--- config.mk ---
export PLATFORM = sky130hd
export DESIGN_NAME = drsr_top
export DESIGN_NICKNAME = d
export VERILOG_FILES = /design/src/logic/drsr_pkg.sv /design/src/logic/drsr_top.sv /design/src/logic/drsr_result_stack.sv
export SDC_FILE = /design/constraint.sdc
export NUM_CORES = 1
export LEC_CHECK = 0
export BUFFER_PORTS_ARGS = -buffer_cell sky130_fd_sc_hd__buf_2
export CORE_ASPECT_RATIO = 0.6
export CORE_MARGIN = 5
export CORE_UTILIZATION = 45
export CTS_CLUSTER_DIAMETER = 150
export DETAILED_ROUTE_END_ITERATION = 16
export GPL_ROUTABILITY_DRIVEN = 0
export PLACE_DENSITY = 0.78
export SETUP_SLACK_MARGIN = 0.05
export SLEW_MARGIN = 0
export SYNTH_ARGS = -nofsm -noshare
export SYNTH_HDL_FRONTEND = slang
export SYNTH_HIERARCHICAL = 1
export SYNTH_SLANG_ARGS = --single-unit
--- constraint.sdc ---
create_clock -name mclk -period 4.6 [get_ports mclk]
set_clock_uncertainty 0.2 [all_clocks]
set_input_delay 0.46 -clock mclk [delete_from_list [all_inputs] [get_ports mclk]]
set_output_delay 0.46 -clock mclk [all_outputs]
set_load 0.01 [all_outputs]
--- src/logic/drsr_pkg.sv ---
// result-status and digital-input package: offsets, bit positions, carriers
// assumes: used by drsr_top and drsr_result_stack through drsr_pkg::name
`default_nettype none
package drsr_pkg;

    // ----------------------------------------------------------------
    // register offsets
    // ----------------------------------------------------------------
    localparam logic [2:0] ADDR_RATE  = 3'h4;
    localparam logic [2:0] ADDR_DATA  = 3'h5;
    localparam logic [2:0] ADDR_MODE  = 3'h6;
    localparam logic [2:0] ADDR_DIGIN = 3'h7;

    // ----------------------------------------------------------------
    // reset values and constants
    // ----------------------------------------------------------------
    localparam logic [1:0] RATE_RST   = 2'h2;
    localparam logic       MODE_RST   = 1'b0;
    localparam logic [7:0] BAD_TRACK  = 8'hff;
    localparam int         STACK_DEPTH = 4;
    localparam int         MODE_BIT   = 0;

    // ----------------------------------------------------------------
    // status byte one bit positions
    // ----------------------------------------------------------------
    localparam int S1_EOT   = 7;
    localparam int S1_CRC   = 6;
    localparam int S1_OVR   = 4;
    localparam int S1_NDATA = 2;
    localparam int S1_NWR   = 1;
    localparam int S1_MARK  = 0;

    // ----------------------------------------------------------------
    // status byte two bit positions
    // ----------------------------------------------------------------
    localparam int S2_CTL  = 6;
    localparam int S2_DCRC = 5;
    localparam int S2_WCYL = 4;
    localparam int S2_SEQ  = 3;
    localparam int S2_SNM  = 2;
    localparam int S2_BCYL = 1;
    localparam int S2_MDM  = 0;

    // ----------------------------------------------------------------
    // status byte three and digital input bit positions
    // ----------------------------------------------------------------
    localparam int S3_WP     = 6;
    localparam int S3_ONE_HI = 5;
    localparam int S3_TRACK_ZERO_INPUT   = 4;
    localparam int S3_ONE_LO = 3;
    localparam int S3_HEAD   = 2;
    localparam int S3_DS_HI  = 1;
    localparam int S3_DS_LO  = 0;
    localparam int DI_CHG    = 7;
    localparam int DI_RATE_HI = 2;
    localparam int DI_RATE_LO = 1;
    localparam int DI_DEN    = 0;

    // ----------------------------------------------------------------
    // carriers
    // ----------------------------------------------------------------
    typedef struct packed {
        logic end_of_track;
        logic id_crc_bad;
        logic data_crc_bad;
        logic overrun;
        logic sector_missing;
        logic id_unreadable;
        logic track_seq_missing;
        logic no_id_mark;
        logic no_data_mark;
        logic deleted_in_normal;
        logic normal_in_deleted;
        logic scan_equal;
        logic scan_not_met;
    } drsr_evt_t;

    typedef struct packed {
        logic protect_input_n;
        logic track_zero_input_n;
        logic head_select_output_n;
        logic media_change_input_n;
    } drsr_drive_t;

    typedef enum logic [0:0] {
        PUSH_IDLE,
        PUSH_SECOND
    } drsr_push_t;

endpackage
`default_nettype wire

--- src/logic/drsr_top.sv ---
// result status bytes one to three and digital input register
// assumes: a command sequencer drives the event pulses, track numbers and push requests,
// and the host reads bytes through the data register port, one strobe per cycle
`timescale 1ns/1ns
`default_nettype none
module drsr_top #(
    parameter int DEPTH = drsr_pkg::STACK_DEPTH
) (
    // clock and reset
    input  wire logic                  mclk,
    input  wire logic                  rst_n,
    input  wire logic                  ce,
    // register port
    input  wire logic [2:0]            addr,
    input  wire logic [7:0]            wdata,
    input  wire logic                  wr,
    input  wire logic                  rd,
    output logic      [7:0]            rdata,
    // command sequencer
    input  wire logic                  cmd_start,
    input  wire logic                  write_active,
    input  wire drsr_pkg::drsr_evt_t   evt,
    input  wire logic                  id_valid,
    input  wire logic [7:0]            id_track,
    input  wire logic [7:0]            cur_track,
    input  wire logic                  drive_select_hi,
    input  wire logic                  drive_select_lo,
    input  wire logic                  push_two,
    input  wire logic                  push_three,
    // drive pins
    input  wire drsr_pkg::drsr_drive_t drive,
    // status out
    output logic                       result_ready,
    output logic      [1:0]            rate_select
);
    localparam int LW = $clog2(DEPTH+1);

    // ----------------------------------------------------------------
    // helpers
    // ----------------------------------------------------------------
    function automatic logic [7:0] bitv(input int pos, input logic v);
        bitv = {7'h00, v} << pos;
    endfunction

    // ----------------------------------------------------------------
    // state
    // ----------------------------------------------------------------
    logic [7:0]           st1_r;
    logic [7:0]           st2_r;
    logic [1:0]           rate_r;
    logic                 mode_r;
    logic [7:0]           rdata_r;
    logic                 ready_r;
    drsr_pkg::drsr_push_t push_st_r;
    drsr_pkg::drsr_push_t push_st_nxt;

    // ----------------------------------------------------------------
    // pin senses
    // ----------------------------------------------------------------
    wire prot_on  = !drive.protect_input_n;
    wire track_zero_input_on  = !drive.track_zero_input_n;
    wire head_on  = !drive.head_select_output_n;
    wire media_changed = !drive.media_change_input_n;

    // ----------------------------------------------------------------
    // cylinder compare
    // ----------------------------------------------------------------
    wire wrong_cylinder_flag = id_valid && (id_track != cur_track);
    wire bad_cylinder_flag   = wrong_cylinder_flag && (id_track == drsr_pkg::BAD_TRACK);

    // ----------------------------------------------------------------
    // status byte one
    // ----------------------------------------------------------------
    wire id_or_data_crc_error = evt.id_crc_bad || evt.data_crc_bad;
    wire no_data_flag = evt.sector_missing || evt.id_unreadable
                        || evt.track_seq_missing;
    wire write_protected_flag = prot_on && write_active;
    wire absent_id_sync_flag  = evt.no_id_mark || evt.no_data_mark;

    // unlisted positions are never set, so they stay zero
    wire [7:0] s1_set = bitv(drsr_pkg::S1_EOT, evt.end_of_track)
                      | bitv(drsr_pkg::S1_CRC, id_or_data_crc_error)
                      | bitv(drsr_pkg::S1_OVR, evt.overrun)
                      | bitv(drsr_pkg::S1_NDATA, no_data_flag)
                      | bitv(drsr_pkg::S1_NWR, write_protected_flag)
                      | bitv(drsr_pkg::S1_MARK, absent_id_sync_flag);

    // ----------------------------------------------------------------
    // status byte two
    // ----------------------------------------------------------------
    wire control_mark_flag  = evt.deleted_in_normal || evt.normal_in_deleted;

    wire [7:0] s2_set = bitv(drsr_pkg::S2_CTL, control_mark_flag)
                      | bitv(drsr_pkg::S2_DCRC, evt.data_crc_bad)
                      | bitv(drsr_pkg::S2_WCYL, wrong_cylinder_flag)
                      | bitv(drsr_pkg::S2_SEQ, evt.scan_equal)
                      | bitv(drsr_pkg::S2_SNM, evt.scan_not_met)
                      | bitv(drsr_pkg::S2_BCYL, bad_cylinder_flag)
                      | bitv(drsr_pkg::S2_MDM, evt.no_data_mark);

    // a set in the clearing cycle survives the clear
    wire [7:0] st1_nxt = (cmd_start ? 8'h00 : st1_r) | s1_set;
    wire [7:0] st2_nxt = (cmd_start ? 8'h00 : st2_r) | s2_set;

    // ----------------------------------------------------------------
    // status byte three, built from live pins
    // ----------------------------------------------------------------
    wire [7:0] st3 = bitv(drsr_pkg::S3_WP, prot_on)
                   | bitv(drsr_pkg::S3_ONE_HI, 1'b1)
                   | bitv(drsr_pkg::S3_TRACK_ZERO_INPUT, track_zero_input_on)
                   | bitv(drsr_pkg::S3_ONE_LO, 1'b1)
                   | bitv(drsr_pkg::S3_HEAD, head_on)
                   | bitv(drsr_pkg::S3_DS_HI, drive_select_hi)
                   | bitv(drsr_pkg::S3_DS_LO, drive_select_lo);

    // ----------------------------------------------------------------
    // digital input register
    // ----------------------------------------------------------------
    wire       low_density_indicator = rate_r[1] ^ rate_r[0];
    wire [7:0] din_first  = bitv(drsr_pkg::DI_CHG, media_changed);
    wire [7:0] din_second = din_first
                          | bitv(drsr_pkg::DI_RATE_HI, rate_r[1])
                          | bitv(drsr_pkg::DI_RATE_LO, rate_r[0])
                          | bitv(drsr_pkg::DI_DEN, low_density_indicator);
    wire [7:0] din_sel = mode_r ? din_second : din_first;

    // ----------------------------------------------------------------
    // result queue
    // ----------------------------------------------------------------
    wire [7:0]    q_head;
    wire [LW-1:0] q_level;
    wire          in_second = (push_st_r == drsr_pkg::PUSH_SECOND);
    wire          q_push = push_two || push_three || in_second;
    // byte one goes first, byte two follows on the next enabled edge
    wire [7:0]    q_data = in_second ? st2_r : (push_two ? st1_nxt : st3);
    wire          q_pop  = rd && (addr == drsr_pkg::ADDR_DATA);

    always_comb begin
        push_st_nxt = push_st_r;
        case (push_st_r)
            drsr_pkg::PUSH_IDLE: begin
                if (push_two)
                    push_st_nxt = drsr_pkg::PUSH_SECOND;
            end
            drsr_pkg::PUSH_SECOND: begin
                push_st_nxt = drsr_pkg::PUSH_IDLE;
            end
            default: begin
                push_st_nxt = drsr_pkg::PUSH_IDLE;
            end
        endcase
    end

    drsr_result_stack #(
        .W     (8),
        .DEPTH (DEPTH)
    ) u_stack (
        .mclk      (mclk),
        .rst_n     (rst_n),
        .ce        (ce),
        .push      (q_push),
        .push_data (q_data),
        .pop       (q_pop),
        .head      (q_head),
        .level     (q_level)
    );

    // ----------------------------------------------------------------
    // register decode
    // ----------------------------------------------------------------
    wire       wr_rate = wr && ((addr == drsr_pkg::ADDR_RATE) || (addr == drsr_pkg::ADDR_DIGIN));
    wire       wr_mode = wr && (addr == drsr_pkg::ADDR_MODE);
    wire [7:0] q_out   = (q_level != '0) ? q_head : 8'h00;
    wire [7:0] rd_sel  = (addr == drsr_pkg::ADDR_DATA)  ? q_out :
                         (addr == drsr_pkg::ADDR_DIGIN) ? din_sel :
                         (addr == drsr_pkg::ADDR_MODE)  ? bitv(drsr_pkg::MODE_BIT, mode_r) :
                         8'h00;
    wire [7:0] rdata_nxt = rd ? rd_sel : 8'h00;

    // ----------------------------------------------------------------
    // registers
    // ----------------------------------------------------------------
    always_ff @(posedge mclk or negedge rst_n) begin
        if (!rst_n) begin
            st1_r <= 8'h00;
            st2_r <= 8'h00;
        end else if (ce) begin
            st1_r <= st1_nxt;
            st2_r <= st2_nxt;
        end
    end

    always_ff @(posedge mclk or negedge rst_n) begin
        if (!rst_n) begin
            rate_r <= drsr_pkg::RATE_RST;
            mode_r <= drsr_pkg::MODE_RST;
        end else if (ce) begin
            if (wr_rate)
                rate_r <= wdata[1:0];
            if (wr_mode)
                mode_r <= wdata[drsr_pkg::MODE_BIT];
        end
    end

    always_ff @(posedge mclk or negedge rst_n) begin
        if (!rst_n) begin
            rdata_r   <= 8'h00;
            ready_r   <= 1'b0;
            push_st_r <= drsr_pkg::PUSH_IDLE;
        end else if (ce) begin
            rdata_r   <= rdata_nxt;
            ready_r   <= (q_level != '0);
            push_st_r <= push_st_nxt;
        end
    end

    assign rdata        = rdata_r;
    assign result_ready = ready_r;
    assign rate_select  = rate_r;
endmodule
`default_nettype wire

--- src/logic/drsr_result_stack.sv ---
// result byte queue presented one byte at a time on the data register
// assumes: DEPTH is a power of two; push beyond full and pop on empty are dropped
`timescale 1ns/1ns
`default_nettype none
module drsr_result_stack #(
    parameter int W     = 8,
    parameter int DEPTH = drsr_pkg::STACK_DEPTH
) (
    // clock and reset
    input  wire logic                         mclk,
    input  wire logic                         rst_n,
    input  wire logic                         ce,
    // fill side
    input  wire logic                         push,
    input  wire logic [W-1:0]                 push_data,
    // drain side
    input  wire logic                         pop,
    output logic      [W-1:0]                 head,
    output logic      [$clog2(DEPTH+1)-1:0]   level
);
    localparam int AW = $clog2(DEPTH);
    localparam int LW = $clog2(DEPTH+1);

    logic [W-1:0]  mem [DEPTH];
    logic [AW-1:0] wp_r;
    logic [AW-1:0] rp_r;
    logic [LW-1:0] lvl_r;

    wire do_push = push && (lvl_r != LW'(DEPTH));
    wire do_pop  = pop && (lvl_r != '0);

    always_ff @(posedge mclk or negedge rst_n) begin
        if (!rst_n) begin
            wp_r  <= '0;
            rp_r  <= '0;
            lvl_r <= '0;
        end else if (ce) begin
            if (do_push)
                wp_r <= wp_r + 1'b1;
            if (do_pop)
                rp_r <= rp_r + 1'b1;
            lvl_r <= lvl_r + LW'(do_push) - LW'(do_pop);
        end
    end

    always_ff @(posedge mclk) begin
        if (ce && do_push)
            mem[wp_r] <= push_data;
    end

    assign head  = mem[rp_r];
    assign level = lvl_r;
endmodule
`default_nettype wire

# After elaboration in Yosys (flattened, before gate mapping)
# Memories as Yosys holds them, arrays and structs flattened.
# Index checks and enable logic that the tools add are counted.
dict set report word_totals {
  reg_bits 36
  ramBits 32
  mem_count 1
  elab_cells 84
}
dict set report op_classes {
  n_mux 14
  n_eq_ne 7
  n_reduce_logical 26
  n_bitwise 22
  add_sub_neg 4
}
# memory depth word_bits read_ports rd_ports_with_merged_regs write_ports line_no
set mem_list {}
lappend mem_list {u_stack.mem 4 8 1 0 1 drsr_result_stack.sv:24} ;# logic [W-1:0] mem [DEPTH];
# cell n
set ops {}
lappend ops {{$mux W8} 9}
lappend ops {{$or A8 B1 Y8} 2}
lappend ops {{$or A8 B2 Y8} 2}
lappend ops {{$or A8 B3 Y8} 2}
lappend ops {{$or A8 B7 Y8} 2}
lappend ops {{$or A7 B1 Y7} 2}
lappend ops {{$or A7 B2 Y7} 2}
lappend ops {{$or A7 B3 Y7} 2}
lappend ops {{$or A7 B5 Y7} 2}
lappend ops {{$eq A3 B3 Y1 const B} 4}
lappend ops {{$logic_and A1 B1 Y1} 9}
lappend ops {{$eq A8 B8 Y1 const B} 1}
lappend ops {{$logic_or A1 B1 Y1} 8}
lappend ops {{$ne A8 B8 Y1} 1}
lappend ops {{$or A8 B5 Y8} 1}
lappend ops {{$or A8 B8 Y8} 1}
lappend ops {{$reduce_and A2 Y1} 4}
lappend ops {{$or A7 B4 Y7} 1}
lappend ops {{$or A7 B6 Y7} 1}
lappend ops {{$add A2 B1 Y2 const B} 2}
lappend ops {{$logic_not A1 Y1} 4}
lappend ops {{$mux W1} 4}
lappend ops {{$add A3 B1 Y3} 1}
lappend ops {{$ne A3 B3 Y1 const B} 1}
lappend ops {{other kinds (5)} 5}

# Depth between registers and ports, before layout
# Gate-level depths: netlist of the first run.
dict set report logic_depth {
  depth_word 9
  mapped_depth 11
  depth_no_buf 11
}

# By module
# The synthesis of the first run kept the hierarchy.
# mod area_per_inst_um2 cells_each instances
set modules_own_cells {}
lappend modules_own_cells {drsr_result_stack 1602.8 84 1}
lappend modules_own_cells {drsr_top 1511.4 155 1}

# Worst setup path after synthesis of the first run
# Ideal clock, no wire load.
dict set report synth_path {
  kind {input -> register}
  startpoint {input port push_two}
  endpoint {register u_stack.lvl_r[2], in the netlist u_stack/level[2]}
  setup_time_ns 0.126
  arrival_ns 2.203
  t_required_ns 4.274
  path_slack_ns 2.072
  path_stages 11
  cell_sequence {buf_2 > or3_1 > o21a_1 > nand2_1 > o221a_1 > ha_1 > inv_1 > fa_1 > xor2_1 > nand2_1 > xnor2_1}
}
dict set report synth_between {
  elab_chain_cells 5
}
# element line_no
set synth_rtl {}
lappend synth_rtl {{start: declaration} drsr_top.sv:28} ;# input wire logic push_two,
lappend synth_rtl {{$logic_or A1 B1 Y1 (2 in a row)} drsr_top.sv:133} ;# wire q_push = push_two || push_three || in_second;
lappend synth_rtl {{via q_push} drsr_top.sv:133}
lappend synth_rtl {{$logic_and A1 B1 Y1} drsr_result_stack.sv:29} ;# wire do_push = push && (lvl_r != LW'(DEPTH));
lappend synth_rtl {{$add A3 B1 Y3} drsr_result_stack.sv:42} ;# lvl_r <= lvl_r + LW'(do_push) - LW'(do_pop);
lappend synth_rtl {{$sub A3 B1 Y3} drsr_result_stack.sv:42}
lappend synth_rtl {{end signal: assignment} drsr_result_stack.sv:42}
lappend synth_rtl {{end: declaration} drsr_result_stack.sv:27} ;# logic [LW-1:0] lvl_r;
# The timed path passes the listed nets, and every way through them passes these cells.
# A chain may end at the register's enable or synchronous reset.

# Final worst setup path of the first run
dict set report layout_path {
  startpoint {register push_st_r, in the netlist in_second}
  endpoint {register u_stack.lvl_r[2], in the netlist u_stack/level[2]}
}
dict set report layout_between {
  elab_chain_cells 4
}
# element line_no
set layout_rtl {}
lappend layout_rtl {{start: declaration} drsr_top.sv:54} ;# drsr_pkg::drsr_push_t push_st_r;
lappend layout_rtl {{start signal: assignment} drsr_top.sv:209} ;# push_st_r <= drsr_pkg::PUSH_IDLE;
lappend layout_rtl {{start signal: assignment} drsr_top.sv:213} ;# push_st_r <= push_st_nxt;
lappend layout_rtl {{$logic_or A1 B1 Y1} drsr_top.sv:133}
lappend layout_rtl {{via q_push} drsr_top.sv:133}
lappend layout_rtl {{$logic_and A1 B1 Y1} drsr_result_stack.sv:29}
lappend layout_rtl {{$add A3 B1 Y3} drsr_result_stack.sv:42}
lappend layout_rtl {{$sub A3 B1 Y3} drsr_result_stack.sv:42}
# The timed path passes the listed nets, and every way through them passes these cells.

==> key figures, run 1 <==
Yosys
  • Mux share of post-synthesis cell area: 0.0868
  • Post-synthesis adder-cell area fraction: 0.0265
  • Synth Area in Simple Gates: 0.0876
  • Post-synthesis sequential area ratio: 0.590
  • FF+latch count, synth: 67
  • Top-area cell type share of the netlist area: 0.309
  • Synth Area in Compound Gates: 0.131
  • Count of different cell masters after synthesis: 47
  • Xor/xnor cell area share of the yosys netlist: 0.0422
  • Share of synthesized flip-flops with an asynchronous set or reset: 0.522
  • Synth warn: 6
  • Main combinational cell family by area after synthesis: compound AO/OA/AOI/OAI gates
  • Post-synthesis cell area: 3110 um^2
  • Dominant synthesized flop cell: dfrtp_1
  • Syn_nets: 301
  • Top cells by area, synth: edfxtp_1 (31%), dfrtp_1 (27%), mux4_2 (5.8%)
  • Post-synthesis average cell area: 13.0 um^2
  • Leading area contributor after synthesis: edfxtp_1
  • Post-Syn Instances: 239
  • Post-synth EDFFs: 32

Worst setup path
  • Critical path endpoint category: register
  • Crit-path max FO: 13
  • Crit path arrival time: 2.59 ns
  • Worst Setup Start Kind: register
  • Setup CP Type: reg -> reg
  • Critical path, cell by cell: or3_1 -> o21a_1 -> nand2_1 -> o221a_1 -> ha_1 -> inv_1 -> fa_1 -> xor2_1 -> nand2_1 -> xnor2_1
  • Worst endpoint required time: 4.60 ns
  • Reg2reg path depth: 10
  • Cell at the slowest stage of the critical path: dfrtp_1
  • Reg2reg setup slack: 2.02 ns
  • Crit path top cell by count: nand2_1
  • Worst reg2reg endpoint: u_stack/level[2]
  • Max incr delay on CP: 0.50 ns
  • Buffers & Inverters on Critical Path: 1
  • Worst r2r src: in_second
  • Top delay family on crit path: simple AND/OR/NAND/NOR gates

Cells and area
  • # fillers: 566
  • # nets final: 363
  • Footprint of the multi-input gates: 1170 um^2
  • Non-filler cells, final: 393
  • Number of diodes: 0
  • Layout cells sized above 1: 0.314
  • Area Growth Syn to Fin: 20.7%
  • FF/Latch Area: 1840 um^2

STA
  • Hold slack: 0.00882 ns
  • Fin. max-slew vios: 0
  • Period utilisation layout: 0.562
  • Slew @ Worst Pin: 0.791 ns
  • Fin. Hold Viols: 0
  • Fmax: 0.387 GHz
  • Final WS setup: 2.02 ns
  • Final setup violation count: 0
  • RSZ-0062 raised after global routing: false
  • Period minus WS final: 2.58 ns
  • Slew HR: 0.473
  • Setup TNS: 0 ns

Clocking
  • Setup Buffers After CTS: 0
  • Hold buffers post-CTS: 0
  • Clock Tree Buf Depth: 2
  • Clock transition at path regs: 0.06 ns
  • Root Buffer: clkbuf_16
  • Post-cts sizing count: 0
  • Clk sink count: 67
  • Clock Latency Late Sink: 0.33 ns
  • Max H-tree Level: 3
  • CTS tree: built
  • Num CTS Buffers: 9

Floorplan
  • Core outline area: 6710 um^2
  • Die area: 8740 um^2
  • Die X: 117 um
  • Initial Utilization: 0.464
  • Boundary Pins: 67
  • Die height: 74.4 um
  • Row cnt: 23

Detailed routing
  • Residual DRC count: 0
  • Detailed Route Iter0 Violations: 82
  • DR pass1 iterations: 4
  • Via total after detailed routing: 2069
  • WL/cell: 15.9 um
  • Post-Route WL: 6.27 mm
  • Vias per inst: 5.26
  • Post-route ant nets: 0

Global routing
  • Vias in the first global route: 2115
  • First-pass GRT wire length: 10.5 mm
  • GRT Util Overall: 0.157
  • Layer with the highest usage: met1
  • Overflow left after global routing: 0
  • Met1 Usage GRT: 0.224
  • Routing usage on met2: 0.218
  • GR Layer Usage met3: 0.0578
  • Initial antenna violation count: 0
  • Pin count of the biggest net entering global routing: 39

Placed design
  • Port-buffer cells: 60
  • Post-placement cell count: 377
  • DP Wirelength: 4.51 mm
  • DP Worst Slack: 1.89 ns

Power
  • Final Power: 1.87 mW
  • Power per cell area: 498 nW/um^2
  • Leak: 1.55 nW
  • Max rail drop VDD: 0.202 mV

Outcome
  • Status: complete, no violations

Hold path
  • Hold Path Class: in -> async

Flow run
  • Max-cap viol count: 0
worst max-delay path by stage:
stage / cells past startpoint / slack [ns] / from / endpoint
after floorplan: 11 / 2.07 / push_two / u_stack/level[2]
after global placement: 11 / 1.91 / push_two / u_stack/level[2]
after detailed placement: 11 / 1.89 / push_two / u_stack/level[2]
after CTS: 10 / 2.01 / in_second / u_stack/level[2]
after global routing: 10 / 1.87 / in_second / u_stack/level[2]
final: 10 / 2.02 / in_second / u_stack/level[2]
metrics by stage:
step / utilization / instance area, um^2
after floorplan: - / 3110
after global placement: 0.517 / 3470
after detailed placement: 0.517 / 3470
after CTS: 0.561 / 3760
after global routing: 0.561 / 3760
final: 0.561 / 3760
cell families after synthesis:
family / count (synthesis)
mux: 16
simple gates: 55
flops: 67
compound gates: 56
buf+inv: 24
xor+xnor: 15
fa+ha+maj: 6
registers in the layout, summed over array words and instances (netlist names):
register / cells
st1_r: 8
u_stack/level: 3
rate_select: 2
st2_r: 7
in_second: 1
u_stack/mem: 32
result_ready: 1
u_stack/rp_r: 2
u_stack/wp_r: 2
rdata: 8
mode_r: 1
area by class of cell:
cell class / count / share of cell area
timing repair buffer: 60 / 0.0799
sequential: 67 / 0.489
inverter: 15 / 0.0150
clock buffer: 12 / 0.0712
clock inverter: 4 / 0.00599
tap: 87 / 0.0290
multi-input combinational: 148 / 0.310
layout by cell type (no fill, tap or decap), types with 3 or more instances in the layout:
| master | Yosys | final |
|---|---|---|
| clkbuf_16 | 0 | 10 |
| xnor2_1 | 5 | 5 |
| mux2_1 | 5 | 5 |
| o21a_1 | 3 | 3 |
| a22o_1 | 8 | 8 |
| a21oi_1 | 13 | 13 |
| ha_1 | 5 | 5 |
| mux4_2 | 8 | 8 |
| buf_2 | 3 | 60 |
| xor2_1 | 10 | 10 |
| dfrtp_1 | 34 | 34 |
| nand3_1 | 4 | 4 |
| nand2_1 | 21 | 21 |
| inv_1 | 14 | 14 |
| edfxtp_1 | 32 | 32 |
| mux2_2 | 3 | 3 |
| a211oi_1 | 4 | 4 |
| a21boi_0 | 3 | 3 |
| and2_1 | 5 | 5 |
| a21o_1 | 3 | 3 |
| clkinv_2 | 0 | 3 |
| nor2_1 | 10 | 10 |
| o21ai_2 | 4 | 4 |
| o21ai_0 | 6 | 6 |
| nand4_1 | 4 | 4 |
power by group:
| part | total (mW) | switching, mW | internal [mW] |
|---|---|---|---|
| Combinational | 0.369 | 0.176 | 0.193 |
| Clock | 0.648 | 0.240 | 0.409 |
| Sequential | 0.856 | 0.103 | 0.753 |
per-layer routing:
metal / part of all wire / vias up
met5: 0 / -
li1: - / 1002
met3: 0.067 / 7
met1: 0.50 / 987
met2: 0.42 / 73
met4: 0.013 / 0
Yosys cell counts, types with 4 or more instances:
cell type / n
nor2_1: 10
mux4_2: 8
nand4_1: 4
and2_1: 5
a21oi_1: 13
inv_1: 14
o21ai_0: 6
nand3_1: 4
dfrtp_1: 34
xnor2_1: 5
a22o_1: 8
nand2_1: 21
edfxtp_1: 32
ha_1: 5
o21ai_2: 4
xor2_1: 10
a211oi_1: 4
mux2_1: 5
Power figures use the tool's default switching activity.
==> inputs of run 2 (changes only) <==
ABC_AREA = 1   (was unset)
PLACE_DENSITY = 0.77   (was 0.78)
clock period = 2.6 ns   (was 4.6 ns; I/O delays follow)
==> key figures, run 2 <==
Detailed routing
  • DR pass1 iterations: 5 (+1)
  • WL/cell: 14.5 um (-8.9%)
  • Detailed Route Iter0 Violations: 236 (+190%)
  • Post-Route WL: 7.84 mm (+25%)
  • Residual DRC count: 0 (unchanged)
  • Vias per inst: 5.09 (-3.3%)
  • Post-route ant nets: 0 (unchanged)
  • Via total after detailed routing: 2750 (+33%)

Yosys
  • Most frequent cell after synthesis: nand2_1
  • Dominant synthesized flop cell: dfrtp_1
  • Most instantiated cells after synthesis: nand2_1 (92), inv_1 (45), nor2_1 (38)
  • Count of different cell masters after synthesis: 35 (-26%)
  • Post-synth EDFFs: 32 (unchanged)
  • Top-area cell type share of the netlist area: 0.292 (-0.0165)
  • Leading area contributor after synthesis: edfxtp_1
  • Post-synthesis sequential area ratio: 0.559 (-0.0316)
  • Post-Syn Instances: 367 (+54%)
  • Share of synthesized flip-flops with an asynchronous set or reset: 0.522 (unchanged)
  • Top cells by area, synth: edfxtp_1 (29%), dfrtp_1 (26%), nand2_1 (10%)
  • Syn_nets: 429 (+43%)
  • Post-synthesis cell area: 3290 um^2 (+5.7%)
  • FF+latch count, synth: 67 (unchanged)
  • Post-synthesis average cell area: 8.97 um^2 (-31%)
  • Synth warn: 6 (unchanged)

Power
  • Clock network power share: 0.349 (+0.003)
  • Sw power: 1.15 mW (+120%)
  • Max rail drop VDD: 0.546 mV (+170%)
  • Comb power frac: 0.235 (+0.038)
  • Leak: 1.98 nW (+28%)
  • Switch share: 0.324 (+0.0468)
  • Seq pwr share: 0.416 (-0.041)
  • Power per cell area: 869 nW/um^2 (+74%)
  • Final Power: 3.54 mW (+89%)
  • Int Pwr: 2.40 mW (+77%)

Cells and area
  • Max reg flops: 32 (unchanged)
  • # fillers: 614 (+8.5%)
  • Most common cell after layout, fill and taps aside: nand2_1
  • # nets final: 506 (+39%)
  • Area Growth Syn to Fin: 23.9%
  • Reg with most FFs: u_stack/mem
  • Layout cells sized above 1: 0.223 (-0.0910)
  • Number of diodes: 0 (unchanged)
  • Most frequent cells in the layout: nand2_1 (92), buf_2 (60), inv_1 (45)

STA
  • Setup TNS: 0 ns (unchanged)
  • Slew HR: 0.473 (+0.000496)
  • Fmax: 0.410 GHz (+5.9%)
  • Hold slack: 0.00920 ns (+0.000376 ns)
  • Fin. max-slew vios: 0 (unchanged)
  • Period minus WS final: 2.44 ns (-0.144 ns)
  • Fin. Hold Viols: 0 (unchanged)
  • Slew @ Worst Pin: 0.790 ns (-0.000744 ns)
  • Period utilisation layout: 0.939 (+0.377)
  • Final setup violation count: 0 (unchanged)
  • RSZ-0062 raised after global routing: false

Clocking
  • Clock Tree Buf Depth: 2 (unchanged)
  • Clock Latency Late Sink: 0.34 ns (about the same)
  • Num CTS Buffers: 9 (unchanged)
  • Post-cts sizing count: 0 (unchanged)
  • Clk sink count: 67 (unchanged)
  • Root Buffer: clkbuf_16
  • CTS tree: built
  • Clock transition at path regs: 0.06 ns (about the same)
  • Max H-tree Level: 3 (unchanged)

Hold path
  • HP Start: evt[12]
  • Hold endpoint: st1_r[7]
  • Hold Path Class: in -> reg
  • Worst hold path depth: 3

Worst setup path
  • Worst reg2reg endpoint: u_stack/level[2]
  • Worst Setup Start Kind: register
  • Reg2reg path depth: 12 (+2)
  • Crit-path max FO: 5 (-8)
  • Reg2reg setup slack: 0.16 ns (-1.86 ns)
  • Crit path arrival time: 2.51 ns (-0.08 ns)
  • Worst r2r src: in_second
  • Critical path endpoint category: register
  • Worst Setup SP: in_second
  • Setup CP Type: reg -> reg
  • Worst endpoint required time: 2.67 ns (-1.93 ns)

Global routing
  • Layer with the highest usage: met1
  • Vias in the first global route: 2593 (+23%)
  • Pin count of the biggest net entering global routing: 36 (-7.7%)
  • GR Layer Usage met3: 0.0809 (+0.0231)
  • Initial antenna violation count: 0 (unchanged)
  • Met1 Usage GRT: 0.266 (+0.0418)
  • Overflow left after global routing: 0 (unchanged)
  • GRT Util Overall: 0.185 (+0.0282)
  • First-pass GRT wire length: 13.1 mm (+25%)
  • Routing usage on met2: 0.260 (+0.0416)

Placed design
  • Port-buffer cells: 60 (unchanged)
  • DP Wirelength: 5.61 mm (+25%)

Floorplan
  • Die height: 76.2 um (+2.4%)
  • Die area: 9180 um^2 (+5.0%)
  • Boundary Pins: 67 (unchanged)
  • Row cnt: 24 (+4.3%)
  • Core outline area: 7180 um^2 (+7.0%)
  • Initial Utilization: 0.459 (-0.00594)
  • Die X: 120 um (+2.6%)

Outcome
  • Status: complete, no violations

Flow run
  • Max-cap viol count: 0 (unchanged)
-- run 2: cell count changes in the layout (fill, tap and decap cells not counted), moves of 8 or more --
cell	delta
a22o_1	-8
dlygate4sd3_1	+9
inv_1	+31
mux4_2	-8
nand2_1	+71
nand3_1	+9
nor2_1	+28
o21ai_0	+22
o21ai_1	+15
xor2_1	-10
-- run 2: cell type report --
cell class | count | area (um^2) | area share
clock buffers | 10 | 239 | 0.0586
clock inverters | 6 | 72.6 | 0.0178
inverters | 50 | 190 | 0.0466
multi-input cells | 241 | 1190 | 0.292
flip-flops and latches | 67 | 1840 | 0.451
well taps | 91 | 114 | 0.0279
repair buffers | 75 | 435 | 0.107
-- run 2: logic make-up after synthesis --
kind of cell	count (synthesis)	share of synthesized area
compound gates	63	0.102
fa+ha+maj	6	0.0251
flops	67	0.559
buf+inv	59	0.0802
xor+xnor	3	0.00799
simple gates	168	0.223
mux	1	0.00342
-- run 2: metal layers --
layer	wire, um	up-vias	part of all wire
met5	0	-	0
met4	77	0	0.0098
met3	672	8	0.086
met2	3300	96	0.42
met1	3790	1294	0.48
li1	-	1352	-
-- run 2: worst max-delay path: stages, from the launching register on --
cell,delay [ns]
dfrtp_1,0.37
or2_4,0.26
or2_1,0.30
nand2_1,0.11
nand3_1,0.09
nand2_1,0.08
ha_1,0.13
inv_1,0.04
fa_1,0.37
or2_1,0.24
nand3_1,0.07
nand2_1,0.05
nand2_1,0.06
-- run 2: how the worst max path moves through the flow --
stage                  endpoint
6_report       u_stack/level[2]
2_1_floorplan  u_stack/level[2]
3_5_place_dp   u_stack/level[2]
4_1_cts        u_stack/level[2]
5_1_grt        u_stack/level[2]
3_3_place_gp   u_stack/level[2]
-- run 2: power groups by stage --
stage | clock network (mW) | registers (mW) | logic (mW)
final | 1.24 | 1.47 | 0.832
after global routing | 1.32 | 1.50 | 0.947
after CTS | 1.25 | 1.48 | 0.829
after detailed placement | 0 | 1.49 | 0.810
after global placement | 0 | 1.48 | 0.776
after floorplan | 0 | 1.44 | 0.613
-- run 2: repair_timing --
item / in CTS / in global routing
buffers inserted: 0 / 0
hold buffers: 9 / 0
hold endpoints to repair: 41 / 0
-- run 2: per-stage QoR --
| stage | util | worst slack [ns] | instances | instance area (um^2) |
|---|---|---|---|---|
| 6_report | 0.568 | 0.159 | 540 | 4080 |
| 3_5_place_dp | 0.512 | 0.200 | 515 | 3680 |
| 5_1_grt | 0.568 | 0.0504 | 540 | 4080 |
| 2_1_floorplan | - | 0.223 | 367 | 3290 |
| 4_1_cts | 0.568 | 0.188 | 540 | 4080 |
| 3_3_place_gp | 0.512 | 0.244 | 515 | 3680 |
==> inputs of run 3 (changes only) <==
CORE_UTILIZATION = 55   (was 45)
PLACE_DENSITY = 0.9   (was 0.77)
REMOVE_ABC_BUFFERS = 1   (was unset)
==> key figures, run 3 (synthesis results as in run 2) <==
Floorplan
  • Boundary Pins: 67 (unchanged)
  • Die X: 110 um (-8.8%)
  • Core outline area: 5680 um^2 (-21%)
  • Row cnt: 21 (-13%)
  • Initial Utilization: 0.580 (+0.121)
  • Die area: 7680 um^2 (-16%)
  • Die height: 69.9 um (-8.3%)

Cells and area
  • Most frequent cells in the layout: nand2_1 (92), buf_2 (60), inv_1 (45)
  • # nets final: 509 (+0.59%)
  • Reg with most FFs: u_stack/mem
  • Most common cell after layout, fill and taps aside: nand2_1
  • Core Util, Final: 0.704 (+0.136)
  • # fillers: 455 (-26%)
  • Area Growth Syn to Fin: 21.4%
  • Layout cells sized above 1: 0.221 (-0.00148)
  • Footprint of the multi-input gates: 1190 um^2 (+0.21%)
  • FF/Latch Area: 1840 um^2 (unchanged)
  • Number of diodes: 0 (unchanged)
  • Max reg flops: 32 (unchanged)

Global routing
  • GRT Util Overall: 0.202 (+0.0172)
  • Initial antenna violation count: 0 (unchanged)
  • Overflow left after global routing: 0 (unchanged)
  • First-pass GRT wire length: 11.9 mm (-9.2%)
  • Vias in the first global route: 2548 (-1.7%)
  • Pin count of the biggest net entering global routing: 36 (unchanged)

Worst setup path
  • Setup crit end: u_stack/level[2]
  • Critical path endpoint category: register
  • Worst reg2reg endpoint: u_stack/level[2]
  • WP depth: 12 (unchanged)
  • Reg2reg path depth: 12 (unchanged)
  • Setup CP Type: reg -> reg
  • Crit path top cell by count: nand2_1
  • Max incr delay on CP: 0.38 ns (about the same)
  • Buffers & Inverters on Critical Path: 1 (unchanged)
  • Worst endpoint required time: 2.68 ns (about the same)
  • Worst r2r src: in_second
  • Critical path, cell by cell: or2_4 -> or2_4 -> nand2_1 -> nand3_1 -> nand2_1 -> ha_1 -> inv_1 -> fa_1 -> or2_1 -> nand3_1 -> nand2_1 -> nand2_1
  • Crit path arrival time: 2.47 ns (-0.04 ns)
  • Top delay family on crit path: simple AND/OR/NAND/NOR gates
  • Reg2reg setup slack: 0.21 ns (+0.05 ns)
  • Worst Setup SP: in_second
  • Worst Setup Start Kind: register
  • Crit-path max FO: 5 (unchanged)
  • Cell at the slowest stage of the critical path: dfrtp_1

Placed design
  • Port-buffer cells: 60 (unchanged)
  • DP Wirelength: 5.32 mm (-5.3%)

Power
  • Final Power: 3.20 mW (-9.8%)
  • Int Pwr: 2.15 mW (-10%)
  • Seq pwr share: 0.460 (+0.044)
  • Clock network power share: 0.282 (-0.067)
  • Leak: 1.95 nW (-1.5%)
  • Power per cell area: 800 nW/um^2 (-7.9%)
  • Max rail drop VDD: 0.333 mV (-39%)
  • Comb power frac: 0.257 (+0.022)
  • Switch share: 0.328 (+0.00455)
  • Sw power: 1.05 mW (-8.5%)

STA
  • Slew HR: 0.497 (+0.0241)
  • Setup TNS: 0 ns (unchanged)
  • Period minus WS final: 2.39 ns (-0.0502 ns)
  • Fin. Hold Viols: 0 (unchanged)
  • Period utilisation layout: 0.919 (-0.0193)
  • Slew @ Worst Pin: 0.754 ns (-0.0362 ns)
  • Fmax: 0.418 GHz (+2.1%)
  • Fin. max-slew vios: 0 (unchanged)
  • Final setup violation count: 0 (unchanged)
  • RSZ-0062 raised after global routing: false

Detailed routing
  • Post-route ant nets: 0 (unchanged)
  • Residual DRC count: 0 (unchanged)
  • Post-Route WL: 7.26 mm (-7.4%)
  • Vias per inst: 5.13 (+0.73%)
  • Via total after detailed routing: 2729 (-0.76%)
  • Detailed Route Iter0 Violations: 163 (-31%)
  • DR pass1 iterations: 4 (-1)
  • WL/cell: 13.7 um (-6.0%)

Clocking
  • CTS tree: built
  • Root Buffer: clkbuf_8
  • Clk sink count: 67 (unchanged)
  • Clock transition at path regs: 0.07 ns (about the same)
  • Max H-tree Level: 3 (unchanged)
  • Clock Latency Late Sink: 0.34 ns (about the same)
  • Clock Tree Buf Depth: 2 (unchanged)
  • Num CTS Buffers: 9 (unchanged)

Hold path
  • HP Start: evt[12]
  • Hold Path Class: in -> reg

Outcome
  • Status: complete, no violations

Flow run
  • Max-cap viol count: 0 (unchanged)
## run 3: changes by cell type in the layout (fill, tap and decap cells not counted)
cell,before,now
clkinv_1,0,1
clkbuf_16,9,1
clkinv_4,3,0
dlygate4sd3_1,9,11
clkbuf_8,1,10
inv_6,1,0
or2_1,2,1
clkbuf_1,0,1
clkinv_2,0,1
buf_4,6,7
or2_4,1,2
## run 3: metal layers
metal  part of all wire  global-route usage
met5                  0                   0
met1               0.45               0.291
met3              0.097              0.0727
met4             0.0063              0.0429
met2               0.45               0.295
## run 3: repair_timing
action,4_1_cts,5_1_grt
resized for setup,0,1
buffers inserted,0,1
hold buffers,11,0
endpoints found under the hold margin,44,0
endpoints found under the setup margin,0,1
## run 3: how the worst min path moves through the flow
stage	endpoint	slack (ns)	cells after the start
floorplan	in_second	-0.24	0
global route	st1_r[2]	0.02	2
global placement	result_ready	0.18	1
CTS	st1_r[4]	0.006	3
detailed placement	rdata[1]	0.17	1
finish	st1_r[7]	0.02	3
## run 3: power groups by stage
stage	Clock, mW	Sequential [mW]	Combinational, mW
after floorplan	0	1.46	0.519
after global placement	0	1.48	0.751
after detailed placement	0	1.49	0.798
after CTS	0.921	1.47	0.815
after global routing	0.960	1.49	0.938
final	0.903	1.47	0.823
## run 3: area by class of cell
type,instances,area share
Timing Repair Buffer,78,0.116
Inverter,50,0.0476
Sequential cell,67,0.460
Clock inverter,4,0.0116
Clock buffer,12,0.0417
Tap cell,80,0.0251
Multi-Input combinational cell,241,0.298
## run 3: stage by stage
stage | cell area, um^2 | setup WS (ns) | instances | hold slack [ns]
finish | 4000 | 0.210 | 532 | 0.0214
global placement | 3660 | 0.248 | 504 | 0.176
floorplan | 3220 | 0.262 | 358 | -0.236
global route | 4000 | 0.0707 | 532 | 0.0180
detailed placement | 3660 | 0.158 | 504 | 0.174
CTS | 3990 | 0.139 | 531 | 0.00649
## run 3: worst min-delay path, delay by kind of cell
kind / cells / cell delay, ns
AO/OA/AOI/OAI: 1 / 0.09
buffers and inverters: 2 / 0.16
